**config.mk**
```make
export PLATFORM = sky130hd
export DESIGN_NAME = wtr_watchdog
export DESIGN_NICKNAME = d
export VERILOG_FILES = /design/src/hdl/wtr_watchdog.v
export VERILOG_INCLUDE_DIRS = /design/src /design/src/hdl
export SDC_FILE = /design/constraint.sdc
export NUM_CORES = 1
export LEC_CHECK = 0
export BUFFER_PORTS_ARGS = -buffer_cell sky130_fd_sc_hd__buf_4
export CAP_MARGIN = 20
export CORE_MARGIN = 2
export CORE_UTILIZATION = 25
export CTS_BUF_LIST = sky130_fd_sc_hd__clkbuf_4 sky130_fd_sc_hd__clkbuf_8 sky130_fd_sc_hd__clkbuf_16
export DETAILED_ROUTE_END_ITERATION = 10
export GPL_ROUTABILITY_DRIVEN = 0
export MAX_ROUTING_LAYER = met4
export PLACE_DENSITY = 0.57
export SYNTH_ARGS = -nofsm -noshare
export SYNTH_HDL_FRONTEND = slang
export SYNTH_SLANG_ARGS = --single-unit
```
**constraint.sdc**
```tcl
create_clock -name clk -period 2.9 [get_ports clk]
set_input_delay 0.435 -clock clk [delete_from_list [all_inputs] [get_ports clk]]
set_output_delay 0.435 -clock clk [all_outputs]
set_load 0.02 [all_outputs]
```
**src/hdl/wtr_map.vh**
```
/*
 Constant map of the watchdog time-out and reset-cause block:
 register offsets, field positions, reset values, vector words and counts.
 Assumes it is included by bare name from design files only.
*/
// Behaviour
// - Four-bit time-out select, top bit at control bit 5, rest at bits 2:0.
// - Codes 0..9 time out after 2048 oscillator cycles shifted left by code.
// - Reset-cause bits 7:4 always read zero.
// - Watchdog reset sets cause bit 3; power-on or written zero clears it.
// - Brown-out reset sets cause bit 2; power-on or written zero clears it.
// - Pin reset sets cause bit 1; power-on or written zero clears it.
// - Power-on sets cause bit 0; only a written zero clears it.
// - Any reset restarts at word 0x0000; watchdog interrupt goes to 0x0004.
// - Counter advances on a dedicated 128 kHz oscillator, not system clock.
// - Reset enable forced to one while watchdog flag set.
`ifndef WTR_MAP_VH
`define WTR_MAP_VH

// Register byte offsets
`define WTR_OFF_CTRL   8'h00
`define WTR_OFF_CAUSE  8'h04
`define WTR_OFF_KICK   8'h08
`define WTR_OFF_STAT   8'h0c
`define WTR_OFF_MASK   8'h10

// Control register fields
`define WTR_CTRL_IFLAG 7
`define WTR_CTRL_IE    6
`define WTR_CTRL_SEL3  5
`define WTR_CTRL_WE    3
`define WTR_CTRL_RST   8'h00

// Reset-cause fields
`define WTR_CAUSE_WD   3
`define WTR_CAUSE_BO   2
`define WTR_CAUSE_PIN  1
`define WTR_CAUSE_POR  0
`define WTR_CAUSE_RST  4'h1

// Interrupt status fields
`define WTR_IRQ_TO     0
`define WTR_IRQ_RST    1

// Vector words and counts
`define WTR_VEC_RESET  16'h0000
`define WTR_VEC_WDT    16'h0004
`define WTR_BASE_CYC   21'h000800
`define WTR_SEL_MAX    4'h9

`endif

```
**src/hdl/wtr_watchdog.v**
```verilog
/*
 Watchdog time-out counter with selectable period, reset-cause flags,
 vector selection and an AXI4-Lite register slave.
 Assumes a 100 MHz clk, a free-running watchdog oscillator far slower
 than clk, and asynchronous brown-out and pin reset event inputs.
*/
`timescale 1ns/1ps
`default_nettype none
`include "wtr_map.vh"

module wtr_watchdog #(
    parameter CNT_W = 21
)(
    // System
    input  wire        clk,
    input  wire        rst_n,
    // AXI4-Lite write address and data
    input  wire [7:0]  s_axi_awaddr,
    input  wire        s_axi_awvalid,
    output reg         s_axi_awready,
    input  wire [31:0] s_axi_wdata,
    input  wire [3:0]  s_axi_wstrb,
    input  wire        s_axi_wvalid,
    output reg         s_axi_wready,
    // AXI4-Lite write response
    output reg  [1:0]  s_axi_bresp,
    output reg         s_axi_bvalid,
    input  wire        s_axi_bready,
    // AXI4-Lite read
    input  wire [7:0]  s_axi_araddr,
    input  wire        s_axi_arvalid,
    output reg         s_axi_arready,
    output reg  [31:0] s_axi_rdata,
    output reg  [1:0]  s_axi_rresp,
    output reg         s_axi_rvalid,
    input  wire        s_axi_rready,
    // Asynchronous sources
    input  wire        wdt_osc,
    input  wire        brownout_rst,
    input  wire        pin_rst,
    // Core side, same clock
    input  wire        kick,
    input  wire        vec_ack,
    // Results
    output reg         wdt_rst_req,
    output reg         vector_valid,
    output reg  [15:0] vector_addr,
    output reg         irq
);

    localparam [2:0] RG_CTRL  = 3'd0;
    localparam [2:0] RG_CAUSE = 3'd1;
    localparam [2:0] RG_KICK  = 3'd2;
    localparam [2:0] RG_STAT  = 3'd3;
    localparam [2:0] RG_MASK  = 3'd4;
    localparam [2:0] RG_NONE  = 3'd7;

    // Address decode, shared by read and write paths
    function [2:0] dec;
        input [7:0] a;
        begin
            case (a)
                `WTR_OFF_CTRL:  dec = RG_CTRL;
                `WTR_OFF_CAUSE: dec = RG_CAUSE;
                `WTR_OFF_KICK:  dec = RG_KICK;
                `WTR_OFF_STAT:  dec = RG_STAT;
                `WTR_OFF_MASK:  dec = RG_MASK;
                default:        dec = RG_NONE;
            endcase
        end
    endfunction

    // Last count before time-out for a select code
    function [CNT_W-1:0] lim;
        input [3:0] code;
        begin
            lim = (`WTR_BASE_CYC << code) - 21'h000001;
        end
    endfunction

    // Control and flag state
    reg  [3:0]       sel_r;
    reg              ie_r;
    reg              we_r;
    reg              iflag_r;
    reg  [3:0]       cause_r;
    reg  [1:0]       stat_r;
    reg  [1:0]       mask_r;
    reg  [CNT_W-1:0] cnt_r;
    // Synchronisers: osc, brown-out, pin
    reg  [2:0]       s1_r;
    reg  [2:0]       s2_r;
    reg  [2:0]       s3_r;
    // Bus holding state
    reg              aw_full_r;
    reg  [7:0]       aw_addr_r;
    reg              w_full_r;
    reg  [7:0]       w_data_r;
    reg              w_strb_r;

    wire [2:0] rise;
    wire       tick;
    wire       bo_evt;
    wire       pin_evt;
    wire       running;
    wire       sel_ok;
    wire       to_evt;
    wire       wd_evt;
    wire       rst_evt;
    wire       do_wr;
    wire [2:0] wr_sel;
    wire [2:0] rd_sel;
    wire       wr_ctrl;
    wire       wr_cause;
    wire       wr_kick;
    wire       wr_mask;
    wire       rd_stat;

    // Edges only from second and third stages; first stage stays private
    assign rise    = s2_r & ~s3_r;
    assign tick    = rise[0];
    assign bo_evt  = rise[1];
    assign pin_evt = rise[2];

    // Time-out decode; reserved codes never time out
    assign running = ie_r | we_r;
    assign sel_ok  = (sel_r <= `WTR_SEL_MAX);
    assign to_evt  = tick & running & sel_ok & (cnt_r == lim(sel_r));
    // With WE set, reset when no interrupt armed, or a second time-out beat the vector
    assign wd_evt  = to_evt & we_r & (~ie_r | iflag_r);
    assign rst_evt = wd_evt | bo_evt | pin_evt;

    // Write and read strobes
    assign do_wr    = aw_full_r & w_full_r & ~s_axi_bvalid;
    assign wr_sel   = dec(aw_addr_r);
    assign rd_sel   = dec(s_axi_araddr);
    assign wr_ctrl  = do_wr & w_strb_r & (wr_sel == RG_CTRL);
    assign wr_cause = do_wr & w_strb_r & (wr_sel == RG_CAUSE);
    assign wr_kick  = do_wr & w_strb_r & (wr_sel == RG_KICK) & w_data_r[0];
    assign wr_mask  = do_wr & w_strb_r & (wr_sel == RG_MASK);
    assign rd_stat  = s_axi_arvalid & s_axi_arready & (rd_sel == RG_STAT);

    // Two-flop synchronisers plus edge stage
    always @(posedge clk)
    begin
        if (!rst_n)
        begin
            s1_r <= 3'h0;
            s2_r <= 3'h0;
            s3_r <= 3'h0;
        end
        else
        begin
            s1_r <= {pin_rst, brownout_rst, wdt_osc};
            s2_r <= s1_r;
            s3_r <= s2_r;
        end
    end

    // Watchdog counter on oscillator ticks
    always @(posedge clk)
    begin
        if (!rst_n)
            cnt_r <= {CNT_W{1'b0}};
        else if (rst_evt || kick || wr_kick || !running)
            cnt_r <= {CNT_W{1'b0}};
        else if (to_evt)
            cnt_r <= {CNT_W{1'b0}};
        else if (tick && sel_ok)
            cnt_r <= cnt_r + 21'h000001;
    end

    // Control register; watchdog, brown-out and pin resets clear select, IE and flag, and set WE
    always @(posedge clk)
    begin
        if (!rst_n)
        begin
            sel_r   <= 4'h0;
            ie_r    <= 1'b0;
            we_r    <= 1'b0;
            iflag_r <= 1'b0;
        end
        else if (rst_evt)
        begin
            sel_r   <= 4'h0;
            ie_r    <= 1'b0;
            we_r    <= 1'b1;
            iflag_r <= 1'b0;
        end
        else
        begin
            if (wr_ctrl)
            begin
                sel_r <= {w_data_r[`WTR_CTRL_SEL3], w_data_r[2:0]};
                ie_r  <= w_data_r[`WTR_CTRL_IE];
                we_r  <= w_data_r[`WTR_CTRL_WE] | cause_r[`WTR_CAUSE_WD];
            end
            else if (vec_ack && iflag_r && we_r)
                ie_r <= 1'b0; // Back to reset mode after the vector
            else if (cause_r[`WTR_CAUSE_WD])
                we_r <= 1'b1;
            // Flag: time-out sets, vector or written one clears; set wins
            if (to_evt && ie_r)
                iflag_r <= 1'b1;
            else if (vec_ack || (wr_ctrl && w_data_r[`WTR_CTRL_IFLAG]))
                iflag_r <= 1'b0;
        end
    end

    // Reset-cause flags survive every reset except power-on
    always @(posedge clk)
    begin
        if (!rst_n)
            cause_r <= `WTR_CAUSE_RST;
        else
        begin
            // A written zero clears; a same-cycle event still sets
            cause_r[`WTR_CAUSE_WD]  <= (cause_r[`WTR_CAUSE_WD]
                & ~(wr_cause & ~w_data_r[`WTR_CAUSE_WD])) | wd_evt;
            cause_r[`WTR_CAUSE_BO]  <= (cause_r[`WTR_CAUSE_BO]
                & ~(wr_cause & ~w_data_r[`WTR_CAUSE_BO])) | bo_evt;
            cause_r[`WTR_CAUSE_PIN] <= (cause_r[`WTR_CAUSE_PIN]
                & ~(wr_cause & ~w_data_r[`WTR_CAUSE_PIN])) | pin_evt;
            cause_r[`WTR_CAUSE_POR] <= cause_r[`WTR_CAUSE_POR]
                & ~(wr_cause & ~w_data_r[`WTR_CAUSE_POR]);
        end
    end

    // Sticky interrupt status, cleared by reading, set wins
    always @(posedge clk)
    begin
        if (!rst_n)
        begin
            stat_r <= 2'h0;
            mask_r <= 2'h0;
            irq    <= 1'b0;
        end
        else
        begin
            stat_r[`WTR_IRQ_TO]  <= (stat_r[`WTR_IRQ_TO] & ~rd_stat) | to_evt;
            stat_r[`WTR_IRQ_RST] <= (stat_r[`WTR_IRQ_RST] & ~rd_stat) | rst_evt;
            if (wr_mask)
                mask_r <= w_data_r[1:0];
            irq <= |(stat_r & mask_r);
        end
    end

    // Vector request and reset pulse
    always @(posedge clk)
    begin
        if (!rst_n)
        begin
            wdt_rst_req  <= 1'b0;
            vector_valid <= 1'b1;
            vector_addr  <= `WTR_VEC_RESET;
        end
        else
        begin
            wdt_rst_req <= wd_evt;
            if (rst_evt)
            begin
                vector_valid <= 1'b1;
                vector_addr  <= `WTR_VEC_RESET;
            end
            else if (iflag_r && ie_r && !vec_ack)
            begin
                vector_valid <= 1'b1;
                vector_addr  <= `WTR_VEC_WDT;
            end
            else
            begin
                vector_valid <= 1'b0;
                vector_addr  <= `WTR_VEC_RESET;
            end
        end
    end

    // Write channel: address and data taken in either order
    always @(posedge clk)
    begin
        if (!rst_n)
        begin
            s_axi_awready <= 1'b1;
            s_axi_wready  <= 1'b1;
            s_axi_bvalid  <= 1'b0;
            s_axi_bresp   <= 2'b00;
            aw_full_r     <= 1'b0;
            aw_addr_r     <= 8'h00;
            w_full_r      <= 1'b0;
            w_data_r      <= 8'h00;
            w_strb_r      <= 1'b0;
        end
        else
        begin
            if (s_axi_awvalid && s_axi_awready)
            begin
                aw_full_r     <= 1'b1;
                aw_addr_r     <= s_axi_awaddr;
                s_axi_awready <= 1'b0;
            end
            if (s_axi_wvalid && s_axi_wready)
            begin
                w_full_r     <= 1'b1;
                w_data_r     <= s_axi_wdata[7:0];
                w_strb_r     <= s_axi_wstrb[0];
                s_axi_wready <= 1'b0;
            end
            if (do_wr)
            begin
                aw_full_r    <= 1'b0;
                w_full_r     <= 1'b0;
                s_axi_bvalid <= 1'b1;
                s_axi_bresp  <= (wr_sel == RG_NONE) ? 2'b10 : 2'b00;
            end
            else if (s_axi_bvalid && s_axi_bready)
            begin
                s_axi_bvalid  <= 1'b0;
                s_axi_awready <= 1'b1;
                s_axi_wready  <= 1'b1;
            end
        end
    end

    // Read channel: one read at a time, answer one edge after address
    always @(posedge clk)
    begin
        if (!rst_n)
        begin
            s_axi_arready <= 1'b1;
            s_axi_rvalid  <= 1'b0;
            s_axi_rdata   <= 32'h00000000;
            s_axi_rresp   <= 2'b00;
        end
        else if (s_axi_arvalid && s_axi_arready)
        begin
            s_axi_arready <= 1'b0;
            s_axi_rvalid  <= 1'b1;
            s_axi_rresp   <= (rd_sel == RG_NONE) ? 2'b10 : 2'b00;
            case (rd_sel)
                RG_CTRL:  s_axi_rdata <= {24'h000000, iflag_r, ie_r,
                                          sel_r[3], 1'b0, we_r, sel_r[2:0]};
                RG_CAUSE: s_axi_rdata <= {28'h0000000, cause_r};
                RG_STAT:  s_axi_rdata <= {30'h00000000, stat_r};
                RG_MASK:  s_axi_rdata <= {30'h00000000, mask_r};
                default:  s_axi_rdata <= 32'h00000000;
            endcase
        end
        else if (s_axi_rvalid && s_axi_rready)
        begin
            s_axi_rvalid  <= 1'b0;
            s_axi_arready <= 1'b1;
        end
    end

endmodule

`default_nettype wire

```
==> impl_table.tex <==
\begin{tabular}{lr}
\hline
Metric & Value \\
\hline
\multicolumn{2}{l}{\textbf{GRT}} \\
Combined global-route utilization of all metal layers & 11.5\% \\
Pin count of the biggest net entering global routing & 28 \\
Wire length of the first global-routing pass & 15.2 mm \\
Gr ovfl total & 0 \\
Number of antenna violations at the first check in global routing & 0 \\
Vias in the first global route & 3110 \\
\multicolumn{2}{l}{\textbf{Timing}} \\
Relative slew slack & 67.2\% \\
Final Cycle Share & 98.6\% \\
Worst setup margin & 0.0393 ns \\
Slew Viols, Final & 0 \\
Timing-limited maximum frequency & 0.350 GHz \\
Transition time at the pin with the least slew margin & 0.479 ns \\
Final setup fails & 0 \\
Number of hold-slack violations in the final timing report & 0 \\
Setup repair after global routing missed its margin & true \\
Max Clock Skew & 0.00918 ns \\
Worst-case hold slack & 0.309 ns \\
Final worst path period need & 2.86 ns \\
\multicolumn{2}{l}{\textbf{Synth}} \\
Top cell type by total area after synthesis & sky130\_fd\_sc\_hd\_\_dfxtp\_1 \\
Synthesized instance count & 474 \\
Area share of the largest cell type after synthesis & 40.5\% \\
Syn. warnings & 0 \\
Dominant synthesized flop cell & sky130\_fd\_sc\_hd\_\_dfxtp\_1 \\
Fraction of synthesis flops using an asynchronous set or reset pin & 0\% \\
Avg Synthesized Cell Area & 8.45 sq um \\
Mapped cell area & 4010 sq um \\
Synth area leaders & sky130\_fd\_sc\_hd\_\_dfxtp\_1 (40\%), sky130\_fd\_sc\_hd\_\_buf\_4 (8.4\%), sky130\_fd\_sc\_hd\_\_nor2\_1 (4.8\%) \\
Proportion of synthesized chip area in sequential cells & 40.5\% \\
Count of flip-flops with a built-in enable after synthesis & 0 \\
Cell variety after synth & 58 \\
Register bit count reported by yosys & 81 \\
\multicolumn{2}{l}{\textbf{Worst setup path}} \\
Data arrival time of the critical path & 3.08 ns \\
Critical path capture point type & register \\
Setup CP Type & reg -> reg \\
Type of element launching the critical path & register \\
Worst-path fanout max & 11 \\
Required time of the critical path & 3.12 ns \\
Slack of the worst reg-to-reg path & 0.04 ns \\
\multicolumn{2}{l}{\textbf{Die}} \\
Die width & 131 microns \\
Starting density of the core & 25.4\% \\
Ports & 124 \\
Standard cell core area & 15800 sq um \\
Die ar. & 17000 sq um \\
Height of the chip & 131 microns \\
Floorplan row count & 46 \\
\multicolumn{2}{l}{\textbf{Power and ir drop}} \\
LEAKAGE & 2.00 nW \\
Maximum VDD drop & 349 uV \\
Power per cell area & 522 nW/um\^{}2 \\
\multicolumn{2}{l}{\textbf{Clock network}} \\
Clock tree from TritonCTS & built \\
Clock buffers created by TritonCTS & 9 \\
Worst-path clk slew & 0.06 ns \\
Post-cts hold buffer count & 0 \\
Sink count of the clock tree & 81 \\
Number of buffers on the longest clock path & 2 \\
H-tree depth reported by CTS & 3 \\
Clk Tree Root Cell & sky130\_fd\_sc\_hd\_\_clkbuf\_16 \\
Clock latency reported for the late side of the worst-skew pair & 0.33 ns \\
\multicolumn{2}{l}{\textbf{Min path}} \\
Worst hold path class & in -> reg \\
\multicolumn{2}{l}{\textbf{Drt}} \\
Detailed-route vias per instance & 4.46 \\
Total via count in the routed design & 3352 \\
DRC Markers & 0 \\
Number of nets still failing antenna checks after routing & 0 \\
Routed wire length & 9.50 mm \\
DRT iter0 DRCs & 180 \\
Number of search-and-repair iterations in the first detailed-routing pass & 4 \\
Average routed wire per standard cell & 12.6 microns \\
\multicolumn{2}{l}{\textbf{Placement}} \\
Setup WS pre-CTS & -0.0257 ns \\
Post-detailed-placement half-perimeter wirelength & 6.86 mm \\
Count of port buffers added during placement & 53 \\
\multicolumn{2}{l}{\textbf{Layout}} \\
Final nets & 599 \\
Layout cells sized above 1 & 20.5\% \\
Area growth syn-to-layout & 24.0\% \\
Number of diodes & 0 \\
\multicolumn{2}{l}{\textbf{Flow run}} \\
Count of max-cap constraint violations & 0 \\
\multicolumn{2}{l}{\textbf{Outcome}} \\
Outcome & finished clean \\
\hline
\end{tabular}
## Yosys cell counts (2+ instances only)
| cell type | count |
|---|---|
| sky130_fd_sc_hd__dfxtp_1 | 81 |
| sky130_fd_sc_hd__nor2_1 | 51 |
| sky130_fd_sc_hd__buf_4 | 45 |
| sky130_fd_sc_hd__nand2_1 | 35 |
| sky130_fd_sc_hd__nand3_1 | 31 |
| sky130_fd_sc_hd__a21oi_1 | 30 |
| sky130_fd_sc_hd__xor2_1 | 17 |
| sky130_fd_sc_hd__o21ai_0 | 16 |
| sky130_fd_sc_hd__and2_1 | 13 |
| sky130_fd_sc_hd__mux2i_1 | 13 |
| sky130_fd_sc_hd__clkbuf_1 | 11 |
| sky130_fd_sc_hd__inv_1 | 10 |
| sky130_fd_sc_hd__nor3_1 | 10 |
| sky130_fd_sc_hd__xnor2_1 | 9 |
| sky130_fd_sc_hd__nand2b_1 | 8 |
| sky130_fd_sc_hd__a22oi_1 | 7 |
| sky130_fd_sc_hd__a211oi_1 | 6 |
| sky130_fd_sc_hd__or2_2 | 6 |
| sky130_fd_sc_hd__and3_1 | 5 |
| sky130_fd_sc_hd__o21a_1 | 5 |
| sky130_fd_sc_hd__buf_2 | 4 |
| sky130_fd_sc_hd__nor4_1 | 4 |
| sky130_fd_sc_hd__or3b_2 | 4 |
| sky130_fd_sc_hd__or4_1 | 4 |
| sky130_fd_sc_hd__a31oi_1 | 3 |
| sky130_fd_sc_hd__buf_1 | 3 |
| sky130_fd_sc_hd__nand3b_1 | 3 |
| sky130_fd_sc_hd__o211ai_1 | 3 |
| sky130_fd_sc_hd__ha_1 | 2 |
| sky130_fd_sc_hd__nand4_1 | 2 |
| sky130_fd_sc_hd__nor3b_1 | 2 |
| sky130_fd_sc_hd__nor4_2 | 2 |
| sky130_fd_sc_hd__o21bai_1 | 2 |
| sky130_fd_sc_hd__o22ai_1 | 2 |
| sky130_fd_sc_hd__or3_1 | 2 |
## cell type report
type | count | area, sq um
Fill cell | 1664 | 10800
Multi-Input combinational cell | 359 | 2140
Sequential cell | 81 | 1630
Timing Repair Buffer | 71 | 567
Tap cell | 216 | 270
Clock buffer | 11 | 253
Clock inverter | 3 | 65.1
Inverter | 11 | 41.3
## worst paths after layout
path                 from  endpoint  cells after the start
max              sel_r[1]  cnt_r[2]                     11
min reg2reg       s1_r[0]   s2_r[0]                      1
min          brownout_rst   s1_r[1]                      2
max reg2reg      sel_r[1]  cnt_r[2]                     11
## logic make-up after synthesis
| family | count (synthesis) | share of synthesized area [%] |
|---|---|---|
| simple gates | 191 | 24.8 |
| compound gates | 84 | 13.2 |
| flops | 81 | 40.5 |
| buf+inv | 75 | 11.6 |
| xor+xnor | 26 | 5.69 |
| mux | 14 | 3.53 |
| fa+ha+maj | 2 | 0.625 |
| other cells | 1 | 0.0936 |
## per-layer routing
metal	vias up	GRT usage [%]	part of all wire, %
li1	1669	-	-
met1	1569	13.9	44
met2	99	18.8	50
met3	15	2.40	4.6
met4	0	4.51	1.9
met5	-	-	0
## where the power goes
group	switching [W]	internal [W]
clock network	0.000425	0.000789
registers	0.0000259	0.00114
logic	0.000131	0.0000792
## per-stage QoR
step                cells  power [W]  instance area (sq um)  utilization, %  setup TNS [ns]
finish                752    0.00259                   4960            31.5               0
global route          752    0.00268                   4960            31.5           -1.82
CTS                   747    0.00261                   4840            30.7               0
detailed placement    733    0.00140                   4520            28.6          -0.353
global placement      733    0.00140                   4520            28.6               0
floorplan             515    0.00136                   4160               -               0
## cells in the final DEF, fill, tap and decap left out, drive strengths merged, types with 7 or more instances in the layout
| cell | count |
|---|---|
| nand2 | 35 |
| nor3 | 10 |
| inv | 10 |
| nand3 | 31 |
| nand2b | 8 |
| conb | 42 |
| and2 | 13 |
| a22oi | 7 |
| xnor2 | 9 |
| nor2 | 51 |
| xor2 | 17 |
| o21ai | 16 |
| a21oi | 30 |
| clkbuf | 12 |
| dfxtp | 81 |
| mux2i | 13 |
| buf | 70 |
## registers in the layout, indices dropped and copies added, names as in the netlist, 2 cells and up
signal	flops
s2_r	3
s1_r	3
cnt_r	21
aw_addr_r	8
s3_r	3
stat_r	2
s_axi_rdata	7
cause_r	4
w_data_r	7
mask_r	2
sel_r	4
## critical path, cell delays in order, from the launching register on
cell	delay, ns
sky130_fd_sc_hd__dfxtp_1	0.33
sky130_fd_sc_hd__buf_4	0.15
sky130_fd_sc_hd__nor3_2	0.18
sky130_fd_sc_hd__nand2_1	0.08
sky130_fd_sc_hd__ha_1	0.29
sky130_fd_sc_hd__xnor2_1	0.12
sky130_fd_sc_hd__or4_4	0.55
sky130_fd_sc_hd__a2111o_1	0.40
sky130_fd_sc_hd__nor4_4	0.22
sky130_fd_sc_hd__a21bo_4	0.23
sky130_fd_sc_hd__buf_12	0.14
sky130_fd_sc_hd__nor2_1	0.05
## what timing repair did
| action | CTS | global route |
|---|---|---|
| endpoints found under the setup margin | 22 | 33 |
| resized for setup | 1 | 14 |
| cloned | 0 | 3 |
| pin swaps | 0 | 6 |
| setup buffers | 0 | 2 |
Power figures use the tool's default switching activity.
